[config.mk]
export PLATFORM = sky130hd
export DESIGN_NAME = dwu_display_window_unit
export DESIGN_NICKNAME = d
export VERILOG_FILES = /design/src/rtl/dwu_pkg.sv /design/src/rtl/dwu_mem_xlat.sv /design/src/rtl/dwu_raster.sv /design/src/rtl/dwu_display_window_unit.sv
export VERILOG_INCLUDE_DIRS = /design/src /design/src/rtl
export SDC_FILE = /design/constraint.sdc
export NUM_CORES = 2
export LEC_CHECK = 0
export ABC_AREA = 0
export BUFFER_PORTS_ARGS = -buffer_cell sky130_fd_sc_hd__buf_2
export CORE_UTILIZATION = 30
export CTS_CLUSTER_SIZE = 16
export DETAILED_ROUTE_END_ITERATION = 16
export HOLD_SLACK_MARGIN = 0.1
export PLACE_DENSITY = 0.55
export SLEW_MARGIN = 20
export SYNTH_ARGS = -nofsm -noshare
export SYNTH_HDL_FRONTEND = slang
export SYNTH_SLANG_ARGS = --single-unit
[constraint.sdc]
create_clock -name pclk -period 4.98 [get_ports pclk]
set_clock_uncertainty 0.15 [all_clocks]
set_input_delay 0.249 -clock pclk [delete_from_list [all_inputs] [get_ports pclk]]
set_output_delay 0.249 -clock pclk [all_outputs]
set_load 0.01 [all_outputs]
[src/rtl/dwu_cfg.svh]
`ifndef DWU_CFG_SVH
`define DWU_CFG_SVH

////////////////////////////////////////////////////////////////////////////////
// Register byte offsets
`define DWU_OFF_MASTER 8'h00
`define DWU_OFF_ACTIVE 8'h04
`define DWU_OFF_MEMMAP 8'h08
`define DWU_OFF_STATUS 8'h0c
`define DWU_WIN_BASE_BIT 7
`define DWU_WF_START 5'h00
`define DWU_WF_PITCH 5'h04
`define DWU_WF_SIZE 5'h08
`define DWU_WF_XOFF 5'h0c
`define DWU_WF_YOFF 5'h10
`define DWU_WF_ZOOM 5'h14

////////////////////////////////////////////////////////////////////////////////
// Field positions
`define DWU_MC_OCC_BIT 4
`define DWU_MC_RUN_BIT 8
`define DWU_MM_DEPTH_BIT 2
`define DWU_SIZE_H_LSB 16
`define DWU_ZOOM_Y_LSB 16
`define DWU_ST_DAC_BIT 12
`define DWU_ST_OVL_BIT 13
`define DWU_ST_GAP_LSB 16

////////////////////////////////////////////////////////////////////////////////
// Reset values
`define DWU_ZOOM_UNITY 9'h100
`define DWU_ACTIVE_RST 12'h280
`define DWU_MEMMAP_RST 3'h4

////////////////////////////////////////////////////////////////////////////////
// Timing
`define DWU_PCLK_NS 100
`define DWU_MIN_GAP_NS 1000
`define DWU_MIN_GAP_CYC ((`DWU_MIN_GAP_NS + `DWU_PCLK_NS - 1) / `DWU_PCLK_NS)

`endif

[src/rtl/dwu_pkg.sv]
package dwu_pkg;
    typedef logic [21:0] dwu_pix_addr_t;
    typedef logic [11:0] dwu_coord_t;
    typedef enum logic [1:0] {RS_IDLE, RS_ACTIVE, RS_BLANK} dwu_raster_state_t;
    typedef enum logic [3:0] {
        REG_NONE, REG_MASTER, REG_ACTIVE, REG_MEMMAP, REG_STATUS,
        REG_START, REG_PITCH, REG_SIZE, REG_XOFF, REG_YOFF, REG_ZOOM
    } dwu_reg_t;
endpackage

[src/rtl/dwu_mem_xlat.sv]
`timescale 1ns/1ps
`include "dwu_cfg.svh"

module dwu_mem_xlat (
    input wire dwu_pkg::dwu_pix_addr_t pix_addr,
    input wire logic depth32,
    input wire logic [1:0] dev_sel,
    output logic bank,
    output logic [10:0] row,
    output logic [10:0] col,
    output logic [3:0] lanes
);
    import dwu_pkg::*;

    logic [20:0] word;
    logic [22:0] word_ext;
    logic [3:0] col_bits;
    logic [10:0] mask;

    // Square devices: row and column widths both follow the device size
    always_comb begin
        word = pix_addr[21:1];
        col_bits = 4'(4'h8 + {2'h0, dev_sel});
        mask = 11'(({11'h0, 1'b1} << col_bits) - 12'h001);
        col = word[10:0] & mask;
        row = 11'(word >> col_bits) & mask;
        // Largest device leaves no bank bit inside the word, so bank 0
        word_ext = {2'b00, word};
        bank = word_ext[5'({1'b0, col_bits} << 1)];
        // Narrow buffers exist only in the low half of each word
        if (!depth32 || !pix_addr[0]) begin
            lanes = 4'h3;
        end else begin
            lanes = 4'hc;
        end
    end
endmodule

[src/rtl/dwu_raster.sv]
`timescale 1ns/1ps
`include "dwu_cfg.svh"

module dwu_raster #(
    parameter int BLANK_CYC = 160,
    parameter int ROWS = 480
) (
    input wire logic pclk,
    input wire logic presetn,
    input wire logic run,
    input wire dwu_pkg::dwu_coord_t active_pixels,
    output dwu_pkg::dwu_coord_t x,
    output dwu_pkg::dwu_coord_t y,
    output logic pix_active,
    output logic line_end,
    output logic frame_start
);
    import dwu_pkg::*;

    dwu_raster_state_t state_r;
    dwu_coord_t x_r, y_r;
    logic [11:0] blank_r;

    always_ff @(posedge pclk or negedge presetn) begin
        if (!presetn) begin
            state_r <= RS_IDLE;
            x_r <= 12'h000;
            y_r <= 12'h000;
            blank_r <= 12'h000;
        end else if (!run) begin
            state_r <= RS_IDLE;
        end else begin
            unique case (state_r)
                RS_IDLE: begin
                    state_r <= RS_ACTIVE;
                    x_r <= 12'h000;
                    y_r <= 12'h000;
                end
                RS_ACTIVE: begin
                    // Only the active width is programmed, row count is fixed
                    if (x_r >= active_pixels - 12'h001) begin
                        state_r <= RS_BLANK;
                        blank_r <= 12'h000;
                    end
                    x_r <= 12'(x_r + 12'h001);
                end
                RS_BLANK: begin
                    blank_r <= 12'(blank_r + 12'h001);
                    if (blank_r == 12'(BLANK_CYC - 1)) begin
                        state_r <= RS_ACTIVE;
                        x_r <= 12'h000;
                        y_r <= (y_r == 12'(ROWS - 1)) ? 12'h000 : 12'(y_r + 12'h001);
                    end
                end
            endcase
        end
    end

    assign x = x_r;
    assign y = y_r;
    assign pix_active = (state_r == RS_ACTIVE);
    assign line_end = (state_r == RS_BLANK) && (blank_r == 12'(BLANK_CYC - 1));
    assign frame_start = run && ((state_r == RS_IDLE) ||
        (line_end && (y_r == 12'(ROWS - 1))));
endmodule

[src/rtl/dwu_display_window_unit.sv]
`timescale 1ns/1ps
`include "dwu_cfg.svh"

// Contract
// - Four windows, each independently enabled
// - Start address counts from buffer zero
// - Pitch sets reference frame width, pixels
// - Window size in 16-bit pixels
// - X offset from raster left edge
// - Y offset from raster top row
// - Register holds active pixels per line
// - Zoom only with DAC, scale 256/zoom
// - Overlap allowed with DAC and occlusion
// - Hardware enforces only left/right frame bounds
// - Translate to eight megabyte physical space
// - Depth 16 reaches only low pixel
// - Pseudocolour fills only low half; at depth 32 wr_pseudo is ignored and the whole word is written
// - 32-bit bus, two bank strobes
// - Four byte column strobes
// - Device select shapes physical address
module dwu_display_window_unit #(
    parameter int BLANK_CYC = 160,
    parameter int ROWS = 480,
    parameter int NWIN = 4
) (
    input wire logic pclk,
    input wire logic presetn,
    input wire logic psel,
    input wire logic penable,
    input wire logic pwrite,
    input wire logic [11:0] paddr,
    input wire logic [31:0] pwdata,
    output logic [31:0] prdata,
    output logic pready,
    output logic pslverr,
    input wire logic dac_present,
    input wire logic wr_valid,
    output logic wr_ready,
    input wire dwu_pkg::dwu_pix_addr_t wr_addr,
    input wire logic [31:0] wr_data,
    input wire logic wr_pseudo,
    output logic [1:0] fb_ras_n,
    output logic [3:0] fb_cas_n,
    output logic [10:0] fb_row,
    output logic [10:0] fb_col,
    output logic fb_we_n,
    input wire logic [31:0] fb_data_in,
    output logic [31:0] fb_data_out,
    output logic fb_data_oe,
    output logic pix_valid,
    output logic [15:0] pix_data,
    output logic [1:0] pix_window
);
    import dwu_pkg::*;

    ////////////////////////////////////////////////////////////////////////////
    // Register decode

    function automatic dwu_reg_t reg_decode(input logic [11:0] a);
        reg_decode = REG_NONE;
        if (a[11:8] == 4'h0 && a[1:0] == 2'b00) begin
            if (a[`DWU_WIN_BASE_BIT]) begin
                unique case (a[4:0])
                    `DWU_WF_START: reg_decode = REG_START;
                    `DWU_WF_PITCH: reg_decode = REG_PITCH;
                    `DWU_WF_SIZE: reg_decode = REG_SIZE;
                    `DWU_WF_XOFF: reg_decode = REG_XOFF;
                    `DWU_WF_YOFF: reg_decode = REG_YOFF;
                    `DWU_WF_ZOOM: reg_decode = REG_ZOOM;
                    default: reg_decode = REG_NONE;
                endcase
            end else begin
                unique case (a[7:0])
                    `DWU_OFF_MASTER: reg_decode = REG_MASTER;
                    `DWU_OFF_ACTIVE: reg_decode = REG_ACTIVE;
                    `DWU_OFF_MEMMAP: reg_decode = REG_MEMMAP;
                    `DWU_OFF_STATUS: reg_decode = REG_STATUS;
                    default: reg_decode = REG_NONE;
                endcase
            end
        end
    endfunction

    // Zero or out-of-range zoom falls back to unity; no DAC means unity too
    function automatic logic [8:0] eff_zoom(input logic [8:0] z, input logic dac);
        if (!dac || z == 9'h000 || z > `DWU_ZOOM_UNITY) begin
            eff_zoom = `DWU_ZOOM_UNITY;
        end else begin
            eff_zoom = z;
        end
    endfunction

    ////////////////////////////////////////////////////////////////////////////
    // Registers

    logic [3:0] win_en_r;
    logic occ_r, run_r, depth32_r, ovl_r;
    logic [1:0] dev_sel_r;
    dwu_coord_t active_r;
    dwu_pix_addr_t start_r [NWIN];
    dwu_coord_t pitch_r [NWIN];
    dwu_coord_t width_r [NWIN];
    dwu_coord_t height_r [NWIN];
    dwu_coord_t xoff_r [NWIN];
    dwu_coord_t yoff_r [NWIN];
    logic [8:0] zx_r [NWIN];
    logic [8:0] zy_r [NWIN];
    logic dac_s1_r, dac_s2_r;
    logic [31:0] prdata_r;

    dwu_reg_t rd_kind, wr_kind;
    logic [1:0] rd_win, wr_win;
    logic wr_en;
    logic ovl_now;
    dwu_coord_t rx, ry;
    logic raster_act, line_end, frame_start;

    assign rd_kind = reg_decode(paddr);
    assign wr_kind = reg_decode(paddr);
    assign rd_win = paddr[6:5];
    assign wr_win = paddr[6:5];
    assign wr_en = psel && penable && pwrite;
    assign pready = 1'b1;
    assign pslverr = psel && penable && (wr_kind == REG_NONE);
    assign prdata = prdata_r;

    // DAC presence is a board level, caught through two stages
    always_ff @(posedge pclk or negedge presetn) begin
        if (!presetn) begin
            dac_s1_r <= 1'b0;
            dac_s2_r <= 1'b0;
        end else begin
            dac_s1_r <= dac_present;
            dac_s2_r <= dac_s1_r;
        end
    end

    always_ff @(posedge pclk or negedge presetn) begin
        if (!presetn) begin
            win_en_r <= 4'h0;
            occ_r <= 1'b0;
            run_r <= 1'b0;
            active_r <= `DWU_ACTIVE_RST;
            {dev_sel_r, depth32_r} <= `DWU_MEMMAP_RST;
        end else if (wr_en) begin
            unique case (wr_kind)
                REG_MASTER: begin
                    win_en_r <= pwdata[3:0];
                    occ_r <= pwdata[`DWU_MC_OCC_BIT];
                    run_r <= pwdata[`DWU_MC_RUN_BIT];
                end
                REG_ACTIVE: active_r <= pwdata[11:0];
                REG_MEMMAP: begin
                    depth32_r <= pwdata[`DWU_MM_DEPTH_BIT];
                    dev_sel_r <= pwdata[1:0];
                end
                default: begin
                end
            endcase
        end
    end

    always_ff @(posedge pclk or negedge presetn) begin
        if (!presetn) begin
            for (int i = 0; i < NWIN; i++) begin
                start_r[i] <= 22'h000000;
                pitch_r[i] <= 12'h000;
                width_r[i] <= 12'h000;
                height_r[i] <= 12'h000;
                xoff_r[i] <= 12'h000;
                yoff_r[i] <= 12'h000;
                zx_r[i] <= `DWU_ZOOM_UNITY;
                zy_r[i] <= `DWU_ZOOM_UNITY;
            end
        end else if (wr_en) begin
            unique case (wr_kind)
                REG_START: start_r[wr_win] <= pwdata[21:0];
                REG_PITCH: pitch_r[wr_win] <= pwdata[11:0];
                REG_SIZE: begin
                    width_r[wr_win] <= pwdata[11:0];
                    height_r[wr_win] <= pwdata[`DWU_SIZE_H_LSB +: 12];
                end
                REG_XOFF: xoff_r[wr_win] <= pwdata[11:0];
                REG_YOFF: yoff_r[wr_win] <= pwdata[11:0];
                REG_ZOOM: begin
                    zx_r[wr_win] <= pwdata[8:0];
                    zy_r[wr_win] <= pwdata[`DWU_ZOOM_Y_LSB +: 9];
                end
                default: begin
                end
            endcase
        end
    end

    // Overlap flag: hardware set beats a software clear in the same cycle
    always_ff @(posedge pclk or negedge presetn) begin
        if (!presetn) begin
            ovl_r <= 1'b0;
        end else if (ovl_now) begin
            ovl_r <= 1'b1;
        end else if (wr_en && wr_kind == REG_STATUS && pwdata[`DWU_ST_OVL_BIT]) begin
            ovl_r <= 1'b0;
        end
    end

    // Read data captured in the setup cycle so it comes from a flop
    always_ff @(posedge pclk or negedge presetn) begin
        if (!presetn) begin
            prdata_r <= 32'h00000000;
        end else if (psel && !penable && !pwrite) begin
            prdata_r <= 32'h00000000;
            unique case (rd_kind)
                REG_MASTER: prdata_r <= {23'h000000, run_r, 3'h0, occ_r, win_en_r};
                REG_ACTIVE: prdata_r <= {20'h00000, active_r};
                REG_MEMMAP: prdata_r <= {29'h00000000, depth32_r, dev_sel_r};
                REG_STATUS: prdata_r <= {8'h00, 8'(`DWU_MIN_GAP_CYC), 2'h0, ovl_r,
                    dac_s2_r, ry};
                REG_START: prdata_r <= {10'h000, start_r[rd_win]};
                REG_PITCH: prdata_r <= {20'h00000, pitch_r[rd_win]};
                REG_SIZE: prdata_r <= {4'h0, height_r[rd_win], 4'h0, width_r[rd_win]};
                REG_XOFF: prdata_r <= {20'h00000, xoff_r[rd_win]};
                REG_YOFF: prdata_r <= {20'h00000, yoff_r[rd_win]};
                REG_ZOOM: prdata_r <= {7'h00, zy_r[rd_win], 7'h00, zx_r[rd_win]};
                default: prdata_r <= 32'h00000000;
            endcase
        end
    end

    ////////////////////////////////////////////////////////////////////////////
    // Raster and window walkers

    dwu_raster #(.BLANK_CYC(BLANK_CYC), .ROWS(ROWS)) u_raster (
        .pclk(pclk),
        .presetn(presetn),
        .run(run_r),
        .active_pixels(active_r),
        .x(rx),
        .y(ry),
        .pix_active(raster_act),
        .line_end(line_end),
        .frame_start(frame_start)
    );

    logic [NWIN-1:0] hit;
    dwu_pix_addr_t fetch_addr [NWIN];

    generate
        for (genvar g = 0; g < NWIN; g++) begin : g_win
            logic [19:0] hacc_r;
            logic [7:0] yfrac_r;
            dwu_coord_t rows_r;
            dwu_pix_addr_t row_base_r;
            logic vis_row;
            logic [9:0] ysum;

            assign vis_row = (ry >= yoff_r[g]) && (rows_r < height_r[g]);
            assign ysum = {2'b00, yfrac_r} + {1'b0, eff_zoom(zy_r[g], dac_s2_r)};
            // Right edge of the reference frame is the pitch; top and bottom are not
            assign hit[g] = win_en_r[g] && raster_act && vis_row &&
                (rx >= xoff_r[g]) && (hacc_r[19:8] < width_r[g]) &&
                (hacc_r[19:8] < pitch_r[g]);
            assign fetch_addr[g] = 22'(row_base_r + {10'h000, hacc_r[19:8]});

            always_ff @(posedge pclk or negedge presetn) begin
                if (!presetn) begin
                    hacc_r <= 20'h00000;
                    yfrac_r <= 8'h00;
                    rows_r <= 12'h000;
                    row_base_r <= 22'h000000;
                end else if (frame_start) begin
                    hacc_r <= 20'h00000;
                    yfrac_r <= 8'h00;
                    rows_r <= 12'h000;
                    row_base_r <= start_r[g];
                end else if (line_end) begin
                    hacc_r <= 20'h00000;
                    if (vis_row) begin
                        yfrac_r <= ysum[7:0];
                        if (ysum[9:8] != 2'b00) begin
                            row_base_r <= 22'(row_base_r + {10'h000, pitch_r[g]});
                            rows_r <= 12'(rows_r + 12'h001);
                        end
                    end
                end else if (hit[g]) begin
                    hacc_r <= 20'(hacc_r + {11'h000, eff_zoom(zx_r[g], dac_s2_r)});
                end
            end
        end
    endgenerate

    // Lowest window on top; stacking is legal only with DAC and occlusion
    logic [1:0] sel_win;
    logic any_hit;
    always_comb begin
        sel_win = 2'h0;
        any_hit = |hit;
        for (int i = NWIN - 1; i >= 0; i--) begin
            if (hit[i]) begin
                sel_win = 2'(i);
            end
        end
    end
    assign ovl_now = ((hit & (hit - 4'h1)) != 4'h0) && !(occ_r && dac_s2_r);

    ////////////////////////////////////////////////////////////////////////////
    // Frame buffer port

    logic f_bank, w_bank;
    logic [10:0] f_row, f_col, w_row, w_col;
    logic [3:0] f_lanes, w_lanes;

    dwu_mem_xlat u_fetch_xlat (
        .pix_addr(fetch_addr[sel_win]),
        .depth32(depth32_r),
        .dev_sel(dev_sel_r),
        .bank(f_bank),
        .row(f_row),
        .col(f_col),
        .lanes(f_lanes)
    );

    dwu_mem_xlat u_write_xlat (
        .pix_addr(wr_addr),
        .depth32(depth32_r),
        .dev_sel(dev_sel_r),
        .bank(w_bank),
        .row(w_row),
        .col(w_col),
        .lanes(w_lanes)
    );

    // Display fetch never waits; writes take the idle cycles
    assign wr_ready = !any_hit;

    always_ff @(posedge pclk or negedge presetn) begin
        if (!presetn) begin
            fb_ras_n <= 2'b11;
            fb_cas_n <= 4'hf;
            fb_row <= 11'h000;
            fb_col <= 11'h000;
            fb_we_n <= 1'b1;
            fb_data_out <= 32'h00000000;
            fb_data_oe <= 1'b0;
        end else if (any_hit) begin
            fb_ras_n <= f_bank ? 2'b01 : 2'b10;
            fb_cas_n <= ~f_lanes;
            fb_row <= f_row;
            fb_col <= f_col;
            fb_we_n <= 1'b1;
            fb_data_oe <= 1'b0;
        end else if (wr_valid) begin
            fb_ras_n <= w_bank ? 2'b01 : 2'b10;
            fb_row <= w_row;
            fb_col <= w_col;
            fb_we_n <= 1'b0;
            fb_data_oe <= 1'b1;
            if (!depth32_r) begin
                // Narrow mode: only the low half carries data
                fb_cas_n <= 4'hc;
                fb_data_out <= wr_pseudo ? {24'h000000, wr_data[7:0]}
                    : {16'h0000, wr_data[15:0]};
            end else begin
                fb_cas_n <= 4'h0;
                fb_data_out <= wr_data;
            end
        end else begin
            fb_ras_n <= 2'b11;
            fb_cas_n <= 4'hf;
            fb_we_n <= 1'b1;
            fb_data_oe <= 1'b0;
        end
    end

    ////////////////////////////////////////////////////////////////////////////
    // Pixel return

    logic [31:0] rd_s1_r, rd_s2_r;
    logic [3:0] pv_r;
    logic [2:0] hi_r;
    logic [1:0] pw_r [4];

    // Read bus comes from the pins, so it passes two stages first
    always_ff @(posedge pclk or negedge presetn) begin
        if (!presetn) begin
            rd_s1_r <= 32'h00000000;
            rd_s2_r <= 32'h00000000;
            pv_r <= 4'h0;
            hi_r <= 3'h0;
            for (int i = 0; i < 4; i++) begin
                pw_r[i] <= 2'h0;
            end
            pix_data <= 16'h0000;
        end else begin
            rd_s1_r <= fb_data_in;
            rd_s2_r <= rd_s1_r;
            // Valid waits one more stage so it stands with its data
            pv_r <= {pv_r[2:0], any_hit};
            hi_r <= {hi_r[1:0], f_lanes[3]};
            pw_r[0] <= sel_win;
            pw_r[1] <= pw_r[0];
            pw_r[2] <= pw_r[1];
            pw_r[3] <= pw_r[2];
            pix_data <= hi_r[2] ? rd_s2_r[31:16] : rd_s2_r[15:0];
        end
    end

    assign pix_valid = pv_r[3];
    assign pix_window = pw_r[3];
endmodule

== After elaboration in Yosys (flattened, before gate mapping) ==
Cells that the tools add are included.
W data, S select, Z words.

* $lt $le $gt $ge: 33
* Equality and inequality tests: 26
* Bitwise gates (word level): 9
* Shift operators: 3
* Add/subtract/negate cells: 27
* Reduce and logical (&&, ||, !) cells: 122
* Mux-type cells: 162
* Divide/modulo/power cells: 0
* Multipliers: 0

{| class="wikitable"
|+ Operator list
! operator !! number
|-
| $mux W22 || 21
|-
| $mux W12 || 31
|-
| $pmux W28 S10 || 1
|-
| $bwmux W48 || 5
|-
| $mux W20 || 12
|-
| $mux W9 || 25
|-
| $add A22 B12 Y22 || 8
|-
| $lt A12 B12 Y1 || 12
|-
| $bmux W12 S2 || 5
|-
| $ge A12 B12 Y1 || 9
|-
| $mux W8 || 12
|-
| $bmux W22 S2 || 2
|-
| $bwmux W88 || 1
|-
| $add A12 B1 Y12 const B || 7
|-
| $add A20 B9 Y20 || 4
|-
| $bwmux W36 || 2
|-
| $gt A9 B9 Y1 const B || 8
|-
| $logic_not A9 Y1 || 8
|-
| $pmux W12 S2 || 2
|-
| $and A11 B11 Y11 || 4
|-
| $demux W22 S2 || 1
|-
| $mux W11 || 4
|-
| $shr A21 B4 Y11 || 2
|-
| $add A8 B9 Y10 || 4
|-
| other kinds (53) || 192
|}

* Latch bits: 0
* Word-level logic and storage cells: 460
* Input port bits: 138
* Output and inout bits: 116
* Memory bits (read-only): 0
* Register bits after elaboration: 899
* Bits in writable memories: 0
* Memories: 0

== Depth between registers and ports, before layout ==
* Word-level depth: 19
* Gate-level depth with buffers: 17
* Depth with buffers taken out: 16

== By module ==
Synthesis repeated with hierarchy kept, for this count alone.

* Cell total of the unflattened synthesis: 5,232
* Area, all modules: 53,565.1 µm²

{| class="wikitable"
|+ Modules (own cells, without submodules)
! module !! cells an instance !! seq. area each (µm²) !! area an instance (µm²) !! times used
|-
| dwu_display_window_unit || 4,864 || 21,468.1 || 50,228.2 || 1
|-
| dwu_raster || 294 || 950.9 || 2,556.2 || 1
|-
| dwu_mem_xlat || 37 || 0.0 || 390.4 || 2
|}

== Worst setup path after synthesis ==
No wires, ideal clock.

* Kind: reg-to-reg
* Start point: register dac_s2_r
* End point: register g_win[1].rows_r[1]
* Arrival: 3,545 ps
* Stages on the path, launching flop included: 17
* Setup slack: 1,153 ps
* Buffers on the path: 2
* Setup time: 132 ps
* Required time: 4,698 ps
* Period minus slack after synthesis: 3,827 ps
* Path through: dfrtp_1 > nor2b_1 > and2_1 > ha_1 > inv_1 > fa_1 > nor2b_1 > o21ai_0 > a21boi_0 > o21ai_0 > a21boi_0 > o211ai_1 > o221ai_1 > clkbuf_1 > buf_1 > mux2i_1 > nor2_1

* Longest elaborated chain between the ends: 8

{| class="wikitable"
|+ Ends and longest elaborated chain
! element !! RTL line !! source
|-
| start: declaration || dwu_display_window_unit.sv:108 || <nowiki>logic dac_s1_r, dac_s2_r;</nowiki>
|-
| start signal: assignment || dwu_display_window_unit.sv:134 || <nowiki>dac_s2_r <= dac_s1_r;</nowiki>
|-
| $logic_not A1 Y1 || dwu_display_window_unit.sv:86 || <nowiki>if (!dac || z == 9'h000 || z > `DWU_ZOOM_UNITY) begin</nowiki>
|-
| $logic_or A1 B1 Y1 || dwu_display_window_unit.sv:86 ||
|-
| $logic_or A1 B1 Y1 (no line) || -- ||
|-
| $mux W9 || dwu_display_window_unit.sv:86 ||
|-
| $add A8 B9 Y10 || dwu_display_window_unit.sv:257 || <nowiki>assign ysum = {2'b00, yfrac_r} + {1'b0, eff_zoom(zy_r[g], dac_s2_r)};</nowiki>
|-
| $reduce_bool A2 Y1 || dwu_display_window_unit.sv:279 || <nowiki>if (ysum[9:8] != 2'b00) begin</nowiki>
|-
| $reduce_bool A2 Y1 (no line) || -- ||
|-
| $reduce_and A3 Y1 (no line) || -- ||
|-
| end signal: assignment || dwu_display_window_unit.sv:281 || <nowiki>rows_r <= 12'(rows_r + 12'h001);</nowiki>
|-
| end: declaration || dwu_display_window_unit.sv:251 || <nowiki>dwu_coord_t rows_r;</nowiki>
|}

No other way between the ends.
A chain may end at the register's enable or synchronous reset.

== Final worst setup path ==
* Start point: register u_raster.y_r[9] (netlist: u_raster.y[9])
* End point: register fb_row[9]

* Longest elaborated chain between the ends: 17
* Elaborated cells between the ends (all ways): 37
* Those cells by class: 4 x order compare; 1 x shift; 8 x mux; 2 x bitwise; 22 x reduce/logical

{| class="wikitable"
|+ Ends and longest elaborated chain
! element !! RTL line !! source
|-
| start: declaration || dwu_raster.sv:21 || <nowiki>dwu_coord_t x_r, y_r;</nowiki>
|-
| start signal: assignment || dwu_raster.sv:52 || <nowiki>y_r <= (y_r == 12'(ROWS - 1)) ? 12'h000 : 12'(y_r + 12'h001);</nowiki>
|-
| $ge A12 B12 Y1 || dwu_display_window_unit.sv:256 || <nowiki>assign vis_row = (ry >= yoff_r[g]) && (rows_r < height_r[g]);</nowiki>
|-
| $logic_and A1 B1 Y1 || dwu_display_window_unit.sv:256 ||
|-
| $logic_and A1 B1 Y1 (2 in series) || dwu_display_window_unit.sv:259 || <nowiki>assign hit[g] = win_en_r[g] && raster_act && vis_row &&</nowiki>
|-
| $logic_and A1 B1 Y1 (2 in series) || dwu_display_window_unit.sv:260 || <nowiki>(rx >= xoff_r[g]) && (hacc_r[19:8] < width_r[g]) &&</nowiki>
|-
| $mux W2 (3 in series) || dwu_display_window_unit.sv:298 || <nowiki>if (hit[i]) begin</nowiki>
|-
| $mux W2 * || dwu_display_window_unit.sv:298 ||
|-
| named net sel_win[0] || dwu_display_window_unit.sv:292 || <nowiki>logic [1:0] sel_win;</nowiki>
|-
| $not A2 Y3 (implied by the code) * || dwu_display_window_unit.sv:313 || <nowiki>.pix_addr(fetch_addr[sel_win]),</nowiki>
|-
| $bmux W22 S2 * || dwu_display_window_unit.sv:313 ||
|-
| $mux W22 (implied by the code) * (2 in series) || dwu_display_window_unit.sv:313 ||
|-
| $shr A21 B4 Y11 * || dwu_mem_xlat.sv:26 || <nowiki>row = 11'(word >> col_bits) & mask;</nowiki>
|-
| $and A11 B11 Y11 * || dwu_mem_xlat.sv:26 ||
|-
| $mux W11 * || dwu_display_window_unit.sv:344 || <nowiki>end else if (any_hit) begin</nowiki>
|-
| end signal: assignment || dwu_display_window_unit.sv:347 || <nowiki>fb_row <= f_row;</nowiki>
|-
| end signal: assignment || dwu_display_window_unit.sv:353 || <nowiki>fb_row <= w_row;</nowiki>
|-
| end: declaration || dwu_display_window_unit.sv:44 || <nowiki>output logic [10:0] fb_row,</nowiki>
|}

The timed path passes the listed nets; every way through them passes the cells marked *. The select of a mux whose other input is x is not followed.

==> results.json <==
{
  "status": "finished, final reports clean",
  "yosysWarnings": 0,
  "synthArstFlopShare": 1.00,
  "arrival_ns": 5.40,
  "cts_buffers": 104,
  "cts_tree": "done",
  "die_y_um": 421,
  "insertion_delay_ns": 0.75,
  "ys.flop_type": "dfrtp_1",
  "cp_top_family": "compound AO/OA/AOI/OAI gates",
  "vdd_drop_max_v": 0.000289,
  "crit_fanout": 9,
  "cap_violations": 0,
  "io_buffers": 243,
  "seqPwrFrac": 0.441,
  "syn2layout_area_growth_pct": 18.5,
  "clockBufferDepth": 3,
  "ys_ff_latch": 893,
  "drt_pass1_iterations": 6,
  "nets": 6340,
  "num_rows": 153,
  "core_sq_mm": 0.174,
  "syn-cell-area_sq_mm": 0.0528,
  "slowest_stage": "dfrtp_1",
  "via_per_inst": 5.26,
  "drtAntennaViolNets": 0,
  "finalPower_mw": 16.9,
  "worst_pin_slew_ns": 1.13,
  "startpoint_type": "flop",
  "crit_buf_inv": 2,
  "synth.distinct_cells": 104,
  "grt_pass1_wl_mm": 278,
  "finalHoldViolCount": 0,
  "synth_edf_count": 0,
  "slew_violations": 0,
  "p_clk_frac": 0.486,
  "power_density_mw_per_mm2": 270,
  "switching_power_mw": 4.22,
  "via_count": 43100,
  "cp_common_cell": "nand3_1",
  "cp.required_ns": 5.47,
  "initial_utilization": 0.303,
  "grt_overflow": 0,
  "synth.area.top_cells": "dfrtp_1 (42%), ha_1 (9.8%), mux2_2 (5.5%)",
  "dp_hpwl_mm": 137,
  "fmax_mhz": 204,
  "clkTransAtPathRegs_ns": 0.06,
  "grt_max_degree": 125,
  "grt_usage": 0.206,
  "wire_per_inst_um": 22.6,
  "syn_inst": 5368,
  "hold_path_class": "in -> reg",
  "place.gp.congestion": 0.925,
  "drt_wl_total_mm": 185,
  "slowest_delay_ns": 0.62,
  "fin_util": 0.359,
  "yosys.area.top_type": "dfrtp_1",
  "antenna_found_initial": 12,
  "p_comb_frac": 0.074,
  "p_leak_nw": 29.8,
  "post-route-min-period_ns": 4.90,
  "die-area_sq_mm": 0.178,
  "io_pins": 254,
  "hold_ws_ns": 0.138,
  "cts_max_level": 3,
  "cellInternalPower_mw": 12.7,
  "endpoint_kind": "flop",
  "numClockSinks": 893,
  "worst_slack_ns": 0.0755,
  "syn_area_per_cell_sq_um": 9.83,
  "grt_pass1_vias": 42700,
  "root_buffer": "clkbuf_16",
  "cp_cell_sequence": "ha_1, a21oi_1, o21ai_0, a2111oi_0, a211o_1, a2111o_1, and3_4, o21ai_2, inv_2, mux2i_1, a221oi_2, nand3_1, nand3_1, dlygate4sd3_1",
  "crit_type": "reg -> reg",
  "synth_top_cell_area_share": 0.416,
  "p_sw_frac": 0.250,
  "fp.dieW_um": 421,
  "route.detailed.drc": 0,
  "layout-drive-gt1-share": 0.166,
  "yosysSeqAreaShare": 0.424,
  "final-setup-viol-count": 0,
  "slew_headroom": 0.243,
  "drt-initial-drc-count": 3785,
  "dp_slack_ns": 0.553,
  "fin_crit_sh": 0.985
}
synthesized netlist by cell type (24+ instances only):
cell type and count:
a211oi_1 36, a21boi_0 29, a21o_1 81, a21oi_1 275, a22oi_1 50, a31oi_1 33
and2_1 75, and3_1 50, clkbuf_1 190, dfrtp_1 877, ha_1 412, inv_1 333
mux2_2 256, mux2i_1 37, mux4_2 100, nand2_1 633, nand2b_1 43, nand3_1 114
nand4_1 54, nor2_1 351, nor2b_1 46, nor3_1 57, o211ai_1 34, o21a_1 24
o21ai_0 504, or3_1 42, xnor2_1 135, xor2_1 106
cell families (layout without fill, tap and decap cells):
| group | Yosys count | after routing | share of synthesized area |
|---|---|---|---|
| buffers and inverters | 582 | 1071 | 0.0432 |
| other | 2 | 10 | 0.000142 |
| AOI/OAI and AO/OA | 1258 | 1258 | 0.147 |
| DFF | 893 | 893 | 0.424 |
| and+or+nand+nor | 1570 | 1570 | 0.138 |
| muxes | 394 | 394 | 0.105 |
| adders and majority gates | 428 | 428 | 0.104 |
| xor gates and xnor gates | 241 | 241 | 0.0400 |
flip-flops by register name (all words and copies together) (netlist names), 28 cells and up:
| signal | count |
|---|---|
| g_win.row_base_r | 88 |
| start_r | 88 |
| g_win.hacc_r | 80 |
| g_win.rows_r | 48 |
| height_r | 48 |
| pitch_r | 48 |
| width_r | 48 |
| xoff_r | 48 |
| yoff_r | 48 |
| zx_r | 36 |
| zy_r | 36 |
| fb_data_out | 32 |
| g_win.yfrac_r | 32 |
| rd_s1_r | 32 |
| rd_s2_r | 32 |
| prdata | 28 |
power groups by stage:
stage / Sequential, mW / Clock (mW) / Combinational (mW)
after floorplan: 7.60 / 0 / 0.555
after global placement: 7.58 / 0 / 1.11
after detailed placement: 7.58 / 0 / 1.12
after CTS: 7.45 / 8.38 / 1.25
after global routing: 7.46 / 8.66 / 1.36
final: 7.45 / 8.22 / 1.25
cell type report:
cell class / count / area (sq um)
fillers: 17400 / 112000
multi-input cells: 3896 / 28300
flip-flops and latches: 893 / 22400
repair buffers: 542 / 4060
clock buffers: 153 / 3050
well taps: 2325 / 2910
inverters: 337 / 1260
clock inverters: 39 / 617
diodes: 5 / 12.5
routing by layer:
layer	vias to the layer above	GRT usage	wire length, um
met2	1453	0.328	84000
met5	-	0	0
met3	299	0.0369	13100
met1	21400	0.279	80900
met4	0	0.0752	7190
li1	19900	-	-
final timing paths:
| kind | slack, ns | startpoint | endpoint | cells after the start |
|---|---|---|---|---|
| setup reg to reg | 0.08 | u_raster.y[9] | fb_row[9] | 14 |
| min in group asynchronous | 0.18 | presetn | rd_s1_r[30] | 3 |
| setup / recovery | 0.08 | u_raster.y[9] | fb_row[9] | 14 |
| hold reg to reg | 0.20 | rd_s1_r[24] | rd_s2_r[24] | 0 |
| max in group asynchronous | 3.65 | presetn | yoff_r[18] | 3 |
| hold / removal | 0.14 | wr_addr[15] | fb_row[6] | 5 |
stage by stage:
stage / cell area (sq um) / cells / setup TNS [ns]
floorplan: 52800 / 5371 / 0
global placement: 57100 / 7817 / 0
detailed placement: 57100 / 7817 / 0
CTS: 62500 / 8185 / 0
global route: 62500 / 8189 / -0.0373
finish: 62500 / 8190 / 0
cells in the final DEF, fill, tap and decap left out, types with 54 or more instances in the layout:
master,count
and2_1,75
xor2_1,106
nor3_1,57
xnor2_1,135
mux2_2,256
clkbuf_16,104
buf_2,240
a21oi_1,274
o21ai_0,504
buf_4,114
nand2_1,631
inv_1,333
ha_1,412
a21o_1,81
nor2_1,339
dlygate4sd3_1,175
nand3_1,114
mux4_2,100
dfrtp_1,877
nand4_1,54
worst min-delay path, stage by stage:
cell and delay (ns):
buf_2 0.13, a32o_1 0.16, a21o_1 0.14, o31a_1 0.16, a21o_1 0.12
timing repair:
item | in CTS | in global routing
resized for setup | 0 | 2
hold buffers | 176 | 0
setup buffers | 0 | 0
setup endpoints to repair | 0 | 10
hold endpoints to repair | 772 | 0
Note: power is estimated with default switching activity, not from simulation.
